==> src/pgd_pkg.sv <==
// constants, encodings and field layout of the planar graphics datapath
// Overview of operation
// RL1 - write index port, then access data port
// RL2 - index holds four bits, upper bits read zero
// RL3 - data port reaches full selected register byte; only the mask register keeps all eight bits
// RL4 - fill colour bit replicated across plane byte
// RL5 - mode 0: enabled planes take fill colour
// RL6 - compare mode returns per-pixel colour match
// RL7 - write data rotated right; zero means none
// RL8 - logic op: pass, and, or, xor
// RL9 - read mode 0 plane field selects plane
// RL10 - mode 0: rotated data, op and mask
// RL11 - mode 1 writes latches, all else ignored
// RL12 - mode 2 replicates data bit n per plane
// RL13 - mode 3: fill colour, rotated data masks
// RL14 - every memory read loads four plane latches
// RL15 - compare enable bit picks read mode
// RL16 - odd/even steers even and odd addresses
// RL17 - odd/even shift format for display
// RL18 - 256-colour shift format overrides odd/even
// RL19 - mask zero keeps latched pixel in planes
// RL20 - ignore bit zero drops plane from compare
// RL21 - register write effective for next access
`default_nettype none
package pgd_pkg;
  localparam logic [15:0] PGD_INDEX_PORT = 16'h03ce;
  localparam logic [15:0] PGD_DATA_PORT = 16'h03cf;
  localparam logic [3:0] PGD_IDX_FILL = 4'h0;
  localparam logic [3:0] PGD_IDX_FILL_EN = 4'h1;
  localparam logic [3:0] PGD_IDX_CMP = 4'h2;
  localparam logic [3:0] PGD_IDX_OPROT = 4'h3;
  localparam logic [3:0] PGD_IDX_RDPL = 4'h4;
  localparam logic [3:0] PGD_IDX_MODE = 4'h5;
  localparam logic [3:0] PGD_IDX_IGNORE = 4'h7;
  localparam logic [3:0] PGD_IDX_MASK = 4'h8;
  localparam int PGD_ROT_MSB = 2;
  localparam int PGD_OP_MSB = 4;
  localparam int PGD_OP_LSB = 3;
  localparam int PGD_WM_MSB = 1;
  localparam int PGD_RDCMP_BIT = 3;
  localparam int PGD_OE_BIT = 4;
  localparam int PGD_SHF_OE_BIT = 5;
  localparam int PGD_SHF256_BIT = 6;
  localparam logic [3:0] PGD_ALL_PLANES = 4'hf;
  localparam logic [3:0] PGD_EVEN_PLANES = 4'h5;
  localparam logic [3:0] PGD_ODD_PLANES = 4'ha;
  localparam logic [3:0] PGD_NIBBLE_ZERO = 4'h0;
  localparam logic [7:0] PGD_BYTE_ZERO = 8'h00;
  typedef enum logic [1:0] {
    PGD_WM0 = 2'b00,
    PGD_WM1 = 2'b01,
    PGD_WM2 = 2'b10,
    PGD_WM3 = 2'b11
  } pgd_wmode_e;
  typedef enum logic [1:0] {
    PGD_OP_PASS = 2'b00,
    PGD_OP_AND = 2'b01,
    PGD_OP_OR = 2'b10,
    PGD_OP_XOR = 2'b11
  } pgd_op_e;
  typedef enum logic [1:0] {
    PGD_SHF_NORMAL = 2'b00,
    PGD_SHF_ODD_EVEN = 2'b01,
    PGD_SHF_256 = 2'b10
  } pgd_shift_e;
endpackage : pgd_pkg
`default_nettype wire

==> src/pgd_lane_if.sv <==
// shared write-path controls fanned out to the four plane lanes
`default_nettype none
interface pgd_lane_if;
  logic [7:0] rot_data;
  logic [7:0] cpu_data;
  logic [7:0] bit_mask;
  logic [3:0] fill;
  logic [3:0] fill_en;
  pgd_pkg::pgd_wmode_e wmode;
  pgd_pkg::pgd_op_e op;
  modport driver (output rot_data, cpu_data, bit_mask, fill, fill_en, wmode, op);
  modport lane (input rot_data, cpu_data, bit_mask, fill, fill_en, wmode, op);
endinterface : pgd_lane_if
`default_nettype wire

==> src/pgd_datapath.sv <==
// planar graphics datapath: index/data registers, write lanes, read and compare
`default_nettype none
module pgd_datapath (
  input wire logic sys_clk,
  input wire logic rst,
  input wire logic [15:0] io_addr,
  input wire logic io_wr,
  input wire logic io_rd,
  input wire logic [7:0] io_wdata,
  output logic [7:0] io_rdata,
  input wire logic cpu_wr,
  input wire logic cpu_rd,
  input wire logic cpu_a0,
  input wire logic [7:0] cpu_wdata,
  output logic [7:0] cpu_rdata,
  input wire logic [31:0] mem_rdata,
  output logic [31:0] mem_wdata,
  output logic [3:0] mem_plane_we,
  output logic [1:0] shift_format
);
  // register file state
  logic [3:0] idx_ff, nxt_idx_ff;
  logic [3:0] fill_ff, nxt_fill_ff;
  logic [3:0] fill_en_ff, nxt_fill_en_ff;
  logic [3:0] cmp_ff, nxt_cmp_ff;
  logic [2:0] rot_ff, nxt_rot_ff;
  pgd_pkg::pgd_op_e op_ff, nxt_op_ff;
  logic [1:0] rdpl_ff, nxt_rdpl_ff;
  pgd_pkg::pgd_wmode_e wmode_ff, nxt_wmode_ff;
  logic rdcmp_ff, nxt_rdcmp_ff;
  logic oe_ff, nxt_oe_ff;
  logic shf_oe_ff, nxt_shf_oe_ff;
  logic shf256_ff, nxt_shf256_ff;
  logic [3:0] ignore_ff, nxt_ignore_ff;
  logic [7:0] mask_ff, nxt_mask_ff;
  logic [7:0] io_rdata_ff, nxt_io_rdata_ff;
  logic [7:0] reg_view;
  // datapath state
  logic [31:0] latch_ff, nxt_latch_ff;
  logic [7:0] cpu_rdata_ff, nxt_cpu_rdata_ff;
  logic [31:0] mem_wdata_ff, nxt_mem_wdata_ff;
  logic [3:0] we_ff, nxt_we_ff;
  logic [1:0] shift_ff, nxt_shift_ff;
  logic [15:0] rot_wide;
  logic [31:0] lane_out;
  logic [1:0] rd_plane;

  pgd_lane_if lif ();

  assign rot_wide = {cpu_wdata, cpu_wdata} >> rot_ff; // RL7
  assign lif.rot_data = rot_wide[7:0];
  assign lif.cpu_data = cpu_wdata;
  assign lif.bit_mask = mask_ff;
  assign lif.fill = fill_ff;
  assign lif.fill_en = fill_en_ff;
  assign lif.wmode = wmode_ff;
  assign lif.op = op_ff;

  genvar g;
  generate
    for (g = 0; g < 4; g++) begin : g_lane
      pgd_plane_lane #(.PLANE(g)) u_lane (
        .lif(lif),
        .latch(latch_ff[8*g +: 8]),
        .result(lane_out[8*g +: 8])
      );
    end
  endgenerate

  always_comb begin
    case (idx_ff)
      pgd_pkg::PGD_IDX_FILL: reg_view = {pgd_pkg::PGD_NIBBLE_ZERO, fill_ff};
      pgd_pkg::PGD_IDX_FILL_EN: reg_view = {pgd_pkg::PGD_NIBBLE_ZERO, fill_en_ff};
      pgd_pkg::PGD_IDX_CMP: reg_view = {pgd_pkg::PGD_NIBBLE_ZERO, cmp_ff};
      pgd_pkg::PGD_IDX_OPROT: reg_view = {3'h0, op_ff, rot_ff};
      pgd_pkg::PGD_IDX_RDPL: reg_view = {6'h00, rdpl_ff};
      pgd_pkg::PGD_IDX_MODE: reg_view = {1'b0, shf256_ff, shf_oe_ff, oe_ff, rdcmp_ff, 1'b0, wmode_ff};
      pgd_pkg::PGD_IDX_IGNORE: reg_view = {pgd_pkg::PGD_NIBBLE_ZERO, ignore_ff};
      pgd_pkg::PGD_IDX_MASK: reg_view = mask_ff;
      default: reg_view = pgd_pkg::PGD_BYTE_ZERO;
    endcase
  end

  always_comb begin
    nxt_idx_ff = idx_ff;
    nxt_fill_ff = fill_ff;
    nxt_fill_en_ff = fill_en_ff;
    nxt_cmp_ff = cmp_ff;
    nxt_rot_ff = rot_ff;
    nxt_op_ff = op_ff;
    nxt_rdpl_ff = rdpl_ff;
    nxt_wmode_ff = wmode_ff;
    nxt_rdcmp_ff = rdcmp_ff;
    nxt_oe_ff = oe_ff;
    nxt_shf_oe_ff = shf_oe_ff;
    nxt_shf256_ff = shf256_ff;
    nxt_ignore_ff = ignore_ff;
    nxt_mask_ff = mask_ff;
    nxt_io_rdata_ff = io_rdata_ff;
    if (io_wr && io_addr == pgd_pkg::PGD_INDEX_PORT) begin
      nxt_idx_ff = io_wdata[3:0]; // RL1 RL2
    end
    if (io_wr && io_addr == pgd_pkg::PGD_DATA_PORT) begin
      case (idx_ff) // RL1 RL3
        pgd_pkg::PGD_IDX_FILL: nxt_fill_ff = io_wdata[3:0];
        pgd_pkg::PGD_IDX_FILL_EN: nxt_fill_en_ff = io_wdata[3:0];
        pgd_pkg::PGD_IDX_CMP: nxt_cmp_ff = io_wdata[3:0];
        pgd_pkg::PGD_IDX_OPROT: begin
          nxt_rot_ff = io_wdata[pgd_pkg::PGD_ROT_MSB:0];
          nxt_op_ff = pgd_pkg::pgd_op_e'(io_wdata[pgd_pkg::PGD_OP_MSB:pgd_pkg::PGD_OP_LSB]);
        end
        pgd_pkg::PGD_IDX_RDPL: nxt_rdpl_ff = io_wdata[1:0];
        pgd_pkg::PGD_IDX_MODE: begin
          nxt_wmode_ff = pgd_pkg::pgd_wmode_e'(io_wdata[pgd_pkg::PGD_WM_MSB:0]);
          nxt_rdcmp_ff = io_wdata[pgd_pkg::PGD_RDCMP_BIT];
          nxt_oe_ff = io_wdata[pgd_pkg::PGD_OE_BIT];
          nxt_shf_oe_ff = io_wdata[pgd_pkg::PGD_SHF_OE_BIT];
          nxt_shf256_ff = io_wdata[pgd_pkg::PGD_SHF256_BIT];
        end
        pgd_pkg::PGD_IDX_IGNORE: nxt_ignore_ff = io_wdata[3:0];
        pgd_pkg::PGD_IDX_MASK: nxt_mask_ff = io_wdata;
        default: nxt_mask_ff = mask_ff;
      endcase
    end
    if (io_rd && io_addr == pgd_pkg::PGD_INDEX_PORT) begin
      nxt_io_rdata_ff = {pgd_pkg::PGD_NIBBLE_ZERO, idx_ff}; // RL2
    end else if (io_rd && io_addr == pgd_pkg::PGD_DATA_PORT) begin
      nxt_io_rdata_ff = reg_view; // RL3
    end
  end

  always_ff @(posedge sys_clk) begin
    if (rst) begin
      idx_ff <= '0;
      fill_ff <= '0;
      fill_en_ff <= '0;
      cmp_ff <= '0;
      rot_ff <= '0;
      op_ff <= pgd_pkg::PGD_OP_PASS;
      rdpl_ff <= '0;
      wmode_ff <= pgd_pkg::PGD_WM0;
      rdcmp_ff <= 1'b0;
      oe_ff <= 1'b0;
      shf_oe_ff <= 1'b0;
      shf256_ff <= 1'b0;
      ignore_ff <= '0;
      mask_ff <= '0;
      io_rdata_ff <= '0;
    end else begin
      idx_ff <= nxt_idx_ff;
      fill_ff <= nxt_fill_ff;
      fill_en_ff <= nxt_fill_en_ff;
      cmp_ff <= nxt_cmp_ff;
      rot_ff <= nxt_rot_ff;
      op_ff <= nxt_op_ff;
      rdpl_ff <= nxt_rdpl_ff;
      wmode_ff <= nxt_wmode_ff;
      rdcmp_ff <= nxt_rdcmp_ff;
      oe_ff <= nxt_oe_ff;
      shf_oe_ff <= nxt_shf_oe_ff;
      shf256_ff <= nxt_shf256_ff;
      ignore_ff <= nxt_ignore_ff;
      mask_ff <= nxt_mask_ff;
      io_rdata_ff <= nxt_io_rdata_ff;
    end
  end

  // odd/even: the address bit replaces the low plane-select bit
  assign rd_plane = oe_ff ? {rdpl_ff[1], cpu_a0} : rdpl_ff; // RL9 RL16

  always_comb begin
    logic [3:0] px;
    px = pgd_pkg::PGD_NIBBLE_ZERO;
    nxt_latch_ff = latch_ff;
    nxt_cpu_rdata_ff = cpu_rdata_ff;
    nxt_mem_wdata_ff = mem_wdata_ff;
    nxt_we_ff = pgd_pkg::PGD_NIBBLE_ZERO;
    if (cpu_rd) begin
      nxt_latch_ff = mem_rdata; // RL14
      if (rdcmp_ff) begin
        for (int b = 0; b < 8; b++) begin
          for (int p = 0; p < 4; p++) begin
            px[p] = mem_rdata[8*p + b];
          end
          nxt_cpu_rdata_ff[b] = ~|((px ^ cmp_ff) & ignore_ff); // RL6 RL15 RL20
        end
      end else begin
        nxt_cpu_rdata_ff = mem_rdata[8*rd_plane +: 8]; // RL9 RL15
      end
    end
    // registers are sampled in the access cycle, so a prior port write is already visible
    if (cpu_wr) begin
      nxt_mem_wdata_ff = lane_out; // RL21
      if (oe_ff) begin
        nxt_we_ff = cpu_a0 ? pgd_pkg::PGD_ODD_PLANES : pgd_pkg::PGD_EVEN_PLANES; // RL16
      end else begin
        nxt_we_ff = pgd_pkg::PGD_ALL_PLANES;
      end
    end
    if (shf256_ff) begin
      nxt_shift_ff = pgd_pkg::PGD_SHF_256; // RL18
    end else if (shf_oe_ff) begin
      nxt_shift_ff = pgd_pkg::PGD_SHF_ODD_EVEN; // RL17
    end else begin
      nxt_shift_ff = pgd_pkg::PGD_SHF_NORMAL;
    end
  end

  always_ff @(posedge sys_clk) begin
    if (rst) begin
      latch_ff <= '0;
      cpu_rdata_ff <= '0;
      mem_wdata_ff <= '0;
      we_ff <= '0;
      shift_ff <= pgd_pkg::PGD_SHF_NORMAL;
    end else begin
      latch_ff <= nxt_latch_ff;
      cpu_rdata_ff <= nxt_cpu_rdata_ff;
      mem_wdata_ff <= nxt_mem_wdata_ff;
      we_ff <= nxt_we_ff;
      shift_ff <= nxt_shift_ff;
    end
  end

  assign io_rdata = io_rdata_ff;
  assign cpu_rdata = cpu_rdata_ff;
  assign mem_wdata = mem_wdata_ff;
  assign mem_plane_we = we_ff;
  assign shift_format = shift_ff;

  property p_idx_read;
    @(posedge sys_clk) disable iff (rst)
    io_rd && io_addr == pgd_pkg::PGD_INDEX_PORT |=> io_rdata[7:4] == 4'h0 && io_rdata[3:0] == $past(idx_ff);
  endproperty
  a_idx_read: assert property (p_idx_read) else $error("index readback wrong"); // RL2

  property p_fill_write;
    @(posedge sys_clk) disable iff (rst)
    io_wr && io_addr == pgd_pkg::PGD_DATA_PORT && idx_ff == pgd_pkg::PGD_IDX_FILL
      |=> fill_ff == $past(io_wdata[3:0]);
  endproperty
  a_fill_write: assert property (p_fill_write) else $error("data port write not stored"); // RL3

  property p_latch_load;
    @(posedge sys_clk) disable iff (rst)
    cpu_rd |=> latch_ff == $past(mem_rdata);
  endproperty
  a_latch_load: assert property (p_latch_load) else $error("latches not loaded on read"); // RL14

  property p_mode1;
    @(posedge sys_clk) disable iff (rst)
    cpu_wr && wmode_ff == pgd_pkg::PGD_WM1 |=> mem_wdata == $past(latch_ff);
  endproperty
  a_mode1: assert property (p_mode1) else $error("mode 1 did not copy latches"); // RL11

  property p_mask_zero;
    @(posedge sys_clk) disable iff (rst)
    cpu_wr && wmode_ff != pgd_pkg::PGD_WM1
      |=> ((mem_wdata ^ $past(latch_ff)) & ~$past({4{mask_ff}})) == 32'h0000_0000;
  endproperty
  a_mask_zero: assert property (p_mask_zero) else $error("masked pixels changed"); // RL19

  property p_odd_write;
    @(posedge sys_clk) disable iff (rst)
    cpu_wr && oe_ff |=> mem_plane_we == ($past(cpu_a0) ? 4'ha : 4'h5) ##1 mem_plane_we == 4'h0 || $past(cpu_wr);
  endproperty
  a_odd_write: assert property (p_odd_write) else $error("odd/even plane enables wrong"); // RL16

  property p_read0;
    @(posedge sys_clk) disable iff (rst)
    cpu_rd && !rdcmp_ff && !oe_ff |=> cpu_rdata == $past(mem_rdata[8*rdpl_ff +: 8]);
  endproperty
  a_read0: assert property (p_read0) else $error("read mode 0 plane wrong"); // RL9

  property p_cmp_ignore;
    @(posedge sys_clk) disable iff (rst)
    cpu_rd && rdcmp_ff && ignore_ff == 4'h0 |=> cpu_rdata == 8'hff;
  endproperty
  a_cmp_ignore: assert property (p_cmp_ignore) else $error("ignored planes compared"); // RL20

  property p_mode3;
    @(posedge sys_clk) disable iff (rst)
    cpu_wr && wmode_ff == pgd_pkg::PGD_WM3 && op_ff == pgd_pkg::PGD_OP_PASS
      |=> ((mem_wdata ^ {{8{$past(fill_ff[3])}}, {8{$past(fill_ff[2])}}, {8{$past(fill_ff[1])}},
      {8{$past(fill_ff[0])}}}) & $past({4{rot_wide[7:0] & mask_ff}})) == 32'h0000_0000;
  endproperty
  a_mode3: assert property (p_mode3) else $error("mode 3 fill wrong"); // RL13

  // the 256-colour format must win whatever the odd/even shift bit says
  property p_shift256;
    @(posedge sys_clk) disable iff (rst)
    shf256_ff |=> shift_format == pgd_pkg::PGD_SHF_256;
  endproperty
  a_shift256: assert property (p_shift256) else $error("256-colour shift format not selected"); // RL18

  property p_mode0_plain;
    @(posedge sys_clk) disable iff (rst)
    cpu_wr && wmode_ff == pgd_pkg::PGD_WM0 && fill_en_ff == 4'h0 && rot_ff == 3'h0
      && op_ff == pgd_pkg::PGD_OP_PASS && mask_ff == 8'hff |=> mem_wdata == {4{$past(cpu_wdata)}};
  endproperty
  a_mode0_plain: assert property (p_mode0_plain) else $error("unrotated mode 0 data wrong"); // RL7
endmodule : pgd_datapath
`default_nettype wire

==> src/pgd_plane_lane.sv <==
// write data former for one memory plane
`default_nettype none
module pgd_plane_lane #(
  parameter int PLANE = 0
) (
  pgd_lane_if.lane lif,
  input wire logic [7:0] latch,
  output logic [7:0] result
);
  logic [7:0] src;
  logic [7:0] alu;
  logic [7:0] mask;

  always_comb begin
    src = lif.rot_data;
    mask = lif.bit_mask;
    case (lif.wmode)
      pgd_pkg::PGD_WM0: begin
        if (lif.fill_en[PLANE]) begin
          src = {8{lif.fill[PLANE]}}; // RL4 RL5
        end
      end
      pgd_pkg::PGD_WM2: src = {8{lif.cpu_data[PLANE]}}; // RL12
      pgd_pkg::PGD_WM3: begin
        src = {8{lif.fill[PLANE]}}; // RL13
        mask = lif.rot_data & lif.bit_mask; // RL13
      end
      default: src = lif.rot_data;
    endcase
    case (lif.op)
      pgd_pkg::PGD_OP_AND: alu = src & latch; // RL8
      pgd_pkg::PGD_OP_OR: alu = src | latch;
      pgd_pkg::PGD_OP_XOR: alu = src ^ latch;
      default: alu = src;
    endcase
    // mode 1 bypasses op, rotation and mask entirely
    if (lif.wmode == pgd_pkg::PGD_WM1) begin
      result = latch; // RL11
    end else begin
      result = (alu & mask) | (latch & ~mask); // RL10 RL19
    end
  end
endmodule : pgd_plane_lane
`default_nettype wire

==> config.mk <==
export PLATFORM = sky130hd
export DESIGN_NAME = pgd_datapath
export DESIGN_NICKNAME = d
export VERILOG_FILES = /design/src/pgd_pkg.sv /design/src/pgd_lane_if.sv /design/src/pgd_datapath.sv /design/src/pgd_plane_lane.sv
export SDC_FILE = /design/constraint.sdc
export NUM_CORES = 1
export LEC_CHECK = 0
export ABC_AREA = 1
export BUFFER_PORTS_ARGS = -buffer_cell sky130_fd_sc_hd__buf_2
export CAP_MARGIN = 20
export CORE_ASPECT_RATIO = 0.6
export CORE_MARGIN = 2
export CORE_UTILIZATION = 58
export CTS_CLUSTER_DIAMETER = 30
export DETAILED_ROUTE_END_ITERATION = 8
export PLACE_DENSITY = 0.81
export SLEW_MARGIN = 20
export SYNTH_ARGS = -nofsm -noshare
export SYNTH_HDL_FRONTEND = slang
export SYNTH_SLANG_ARGS = --single-unit
==> constraint.sdc <==
create_clock -name sys_clk -period 6.2 [get_ports sys_clk]
set_input_delay 0.93 -clock sys_clk [delete_from_list [all_inputs] [get_ports sys_clk]]
set_output_delay 0.93 -clock sys_clk [all_outputs]
set_load 0.02 [all_outputs]
==> reports/summary.md <==
The cell leakage power was 4.29 nW. STA puts the critical path data required time at 6.50 ns. TritonCTS built the clock tree.

Setup slack on the worst reg-to-reg path comes out at 3.26 ns. The tools report the via count as 9902. The fraction of final layout cells with drive strength greater than 1 came out at 0.129. For this design, the CTS-stage hold fixing added 0 buffers. The count of different cell masters after synthesis was 33.

The worst hold path depth works out to 1. For the global router's overall resource usage, the log shows 0.398. The number of pins with negative max-slew slack in the final report was 0; the placed wire-length estimate was 21200 um.

After clock tree synthesis, the repair step resized 0 gates. The tools report the clock tree root buffer cell as clkbuf_16. The flow ran to the end, and the final reports show no timing, DRC or antenna violations.

The worst setup path is of the flip-flop to flip-flop kind. The achievable frequency is 340 MHz, and the worst-case vdd ir drop is 0.158 mV. The path class of the tightest hold or removal check is flip-flop to flip-flop. The tools report the endpoint of the most critical register-to-register path as mem_wdata[8].

The Yosys step of the flow raised 0 warnings. The critical path startpoint category is a flip-flop. The total core area was 0.0138 mm2; the number of design rule violations left after detail routing was 0. Setup repair after global routing left no endpoint under its margin.

The cell count of the worst reg-to-reg path is 12, and the portion of total power attributed to combinational logic is 0.111. Max-cap violations in this run came to 0. The run gives 30200 um as the routed wire length.

The tools report the post-synthesis cell count as 1337. The minimum setup slack after placement is 3.13 ns, and the height of the die is 96.5 um. For this design the top-level I/O count stands at 125.

The analysis attributes to net switching a power of 0.611 mW. The headroom to the max-slew limit was 0.299. In this run the mean area of a mapped cell was 6.18 um2. The clock net in this run drives a total of 125 sinks. The tools report the remaining antenna violation count after routing as 0.

The via count of the first global-routing pass was 8542. Total nets after synthesis: 1440. Post-CTS timing repair inserted 0 buffers for setup. Across the routed clock network, the largest skew measured is 0.0114 ns. Setup slack closes at 3.26 ns. Dividing the detail-routed via count by the number of cells gives 6.11. The mean routed wirelength per cell came out at 18.7 um. Internal cell power: 1.53 mW. Data on the critical path arrives at its endpoint at 3.25 ns. In this run, synthesis produced a sequential element count of 125. Entering global routing, the biggest net connects 114 pins. The horizontal die dimension is 158 um, and the initial antenna violation count is 0.

The switching part of the total works out to 0.286. The clock-pin slew reported for the worst setup and hold paths after clock tree synthesis is 0.06 ns. The cell area power density is 226 mW/mm2, and the utilization after layout is 0.688. The floorplan step defined a die boundary enclosing 0.0153 mm2. The tools report the end point of the most critical hold path as shift_format[0].

The worst setup path is captured at a flip-flop. Routability-driven placement finished with a final weighted congestion of 0.999. The area of the mapped netlist is 0.00827 mm2.

The later pin in the worst-skew pair is clocked with a latency of 0.42 ns. At the pin with the least slew margin, the transition time is 1.05 ns. The longest clock path from root to sink contains 2 buffers. In this run the worst path has a maximum fanout of 10. TritonCTS created 17 clock buffers. Compared with the post-synthesis result, the final layout area differs by 14.7%. The repair_antennas step left the layout with diodes totalling 0. The startpoint of the tightest hold check path was shf256_ff. The first TritonRoute pass finished after 6 iterations. In the final timing run, aggregate negative setup slack is 0 ns. The depth of the CTS H-tree is 4. The share of total power in sequential cells is 0.408, and the post-route minimum period is 2.94 ns. Site row count: 33.

The startpoint identified for the worst register-to-register timing path is rot_ff[2]. Buffers placed on the I/O ports in this run total 124. The share of the cycle needed by the critical path after routing works out to 0.475. The tools report the effective utilization at floorplan as 0.600.

The run gives 0 as the final hold violation count. The logs give 0 for the overflow left after global routing and 1519 for the final layout net count. The run gives 1478 as the DRC violation total after the first TritonRoute iteration.

The clock power share was 0.481; the total setup violations reported at the end of the flow was 0. The run gives 0.303 as the proportion of synthesized chip area in sequential cells. The first global-routing pass estimated 46100 um of wire.
-- Yosys cell counts, drive strengths merged --
library cell | number | area (um2)
buf | 20 | 120
o21ai | 213 | 1100
clkinv | 9 | 33.8
o211ai | 4 | 30.0
inv | 92 | 348
clkbuf | 51 | 191
o21a | 1 | 7.51
a31oi | 13 | 81.3
dfxtp | 125 | 2500
nand4 | 38 | 238
nor2 | 92 | 367
o31ai | 1 | 7.51
or2 | 1 | 8.76
nand3b | 1 | 7.51
xnor2 | 1 | 8.76
o22ai | 12 | 75.1
nand3 | 89 | 445
and2 | 1 | 7.51
a21oi | 190 | 951
nor3 | 1 | 5.00
nand2 | 350 | 1330
ha | 32 | 400
-- layer usage --
metal	up-vias	global-route usage	routed length (um)
li1	4719	-	-
met1	4408	0.584	13200
met2	707	0.553	11600
met3	68	0.112	4600
met4	0	0.133	774
met5	-	0	0
-- logic make-up (layout without fill, tap and decap cells) --
group | count (synthesis) | in the layout | share of synthesized area
AND/OR/NAND/NOR | 573 | 573 | 0.292
AO/OA/AOI/OAI | 434 | 434 | 0.272
buffers and inverters | 172 | 264 | 0.0838
flip-flops | 125 | 125 | 0.303
adder cells (fa/ha/maj) | 32 | 32 | 0.0484
XOR/XNOR | 1 | 1 | 0.00106
-- worst max path at each step --
stage	endpoint	slack, ns	cells past startpoint	start
2_1_floorplan	mem_wdata[31]	3.72	14	cpu_wdata[3]
3_3_place_gp	mem_wdata[28]	3.14	16	cpu_wdata[7]
3_5_place_dp	mem_wdata[20]	3.13	16	cpu_wdata[3]
4_1_cts	mem_wdata[30]	3.36	13	lif.wmode[0]
5_1_grt	mem_wdata[20]	3.02	14	rot_ff[2]
6_report	mem_wdata[8]	3.26	12	rot_ff[2]
-- sequential cells by signal (all words and copies together), names as in the netlist, 2 cells and up --
signal	count
latch_ff	32
mem_wdata	32
cpu_rdata	8
io_rdata	8
lif.bit_mask	8
cmp_ff	4
fill_en_ff	4
fill_ff	4
idx_ff	4
ignore_ff	4
rot_ff	3
lif.op	2
lif.wmode	2
mem_plane_we	2
rdpl_ff	2
shift_format	2
-- layout make-up --
type	count	area, um2
fillers	1273	4310
flip-flops and latches	125	2500
well taps	192	240
multi-input cells	1040	5070
clock inverters	14	161
clock buffers	18	439
repair buffers	131	683
inverters	101	382
-- per-stage QoR --
| stage | cell area (um2) | power (mW) | hold slack, ns | cells |
|---|---|---|---|---|
| floorplan | 8270 | 1.02 | 0.400 | 1337 |
| CTS | 9460 | 2.13 | 0.418 | 1620 |
| detailed placement | 8860 | 1.11 | 0.412 | 1588 |
| finish | 9480 | 2.14 | 0.422 | 1621 |
| global placement | 8860 | 1.11 | 0.408 | 1588 |
| global route | 9480 | 2.20 | 0.464 | 1621 |
-- power groups by stage --
stage	clock network [mW]	logic (mW)	registers [mW]
6_report	1.03	0.237	0.872
3_5_place_dp	0	0.228	0.886
5_1_grt	1.06	0.263	0.874
4_1_cts	1.03	0.231	0.869
3_3_place_gp	0	0.223	0.887
2_1_floorplan	0	0.120	0.895
-- cells in the final DEF, fill, tap and decap left out, drive strengths merged --
cell type and instances:
bufinv 2, nand3b 1, dfxtp 125, o21ai 213
nand2 350, inv 94, o211ai 4, clkinv 14
nand4 38, a31oi 13, buf 131, or2 1
xnor2 1, clkinvlp 5, and2 1, a21oi 190
o22ai 12, nor2 92, clkbuf 18, ha 32
o21a 1, o31ai 1, nor3 1, nand3 89
-- critical path: stages (launching register included) --
cell and delay [ns]:
dfxtp_1 0.55, clkinv_1 0.36, nand3_1 0.20, nand2_1 0.24, nand2_1 0.38, nand3_1 0.14, ha_1 0.22, o21ai_0 0.20
nand2_1 0.09, o21ai_0 0.14, nand4_1 0.12, nand2_1 0.11, a21oi_1 0.07
No activity file was read; power rests on OpenSTA's default activity.
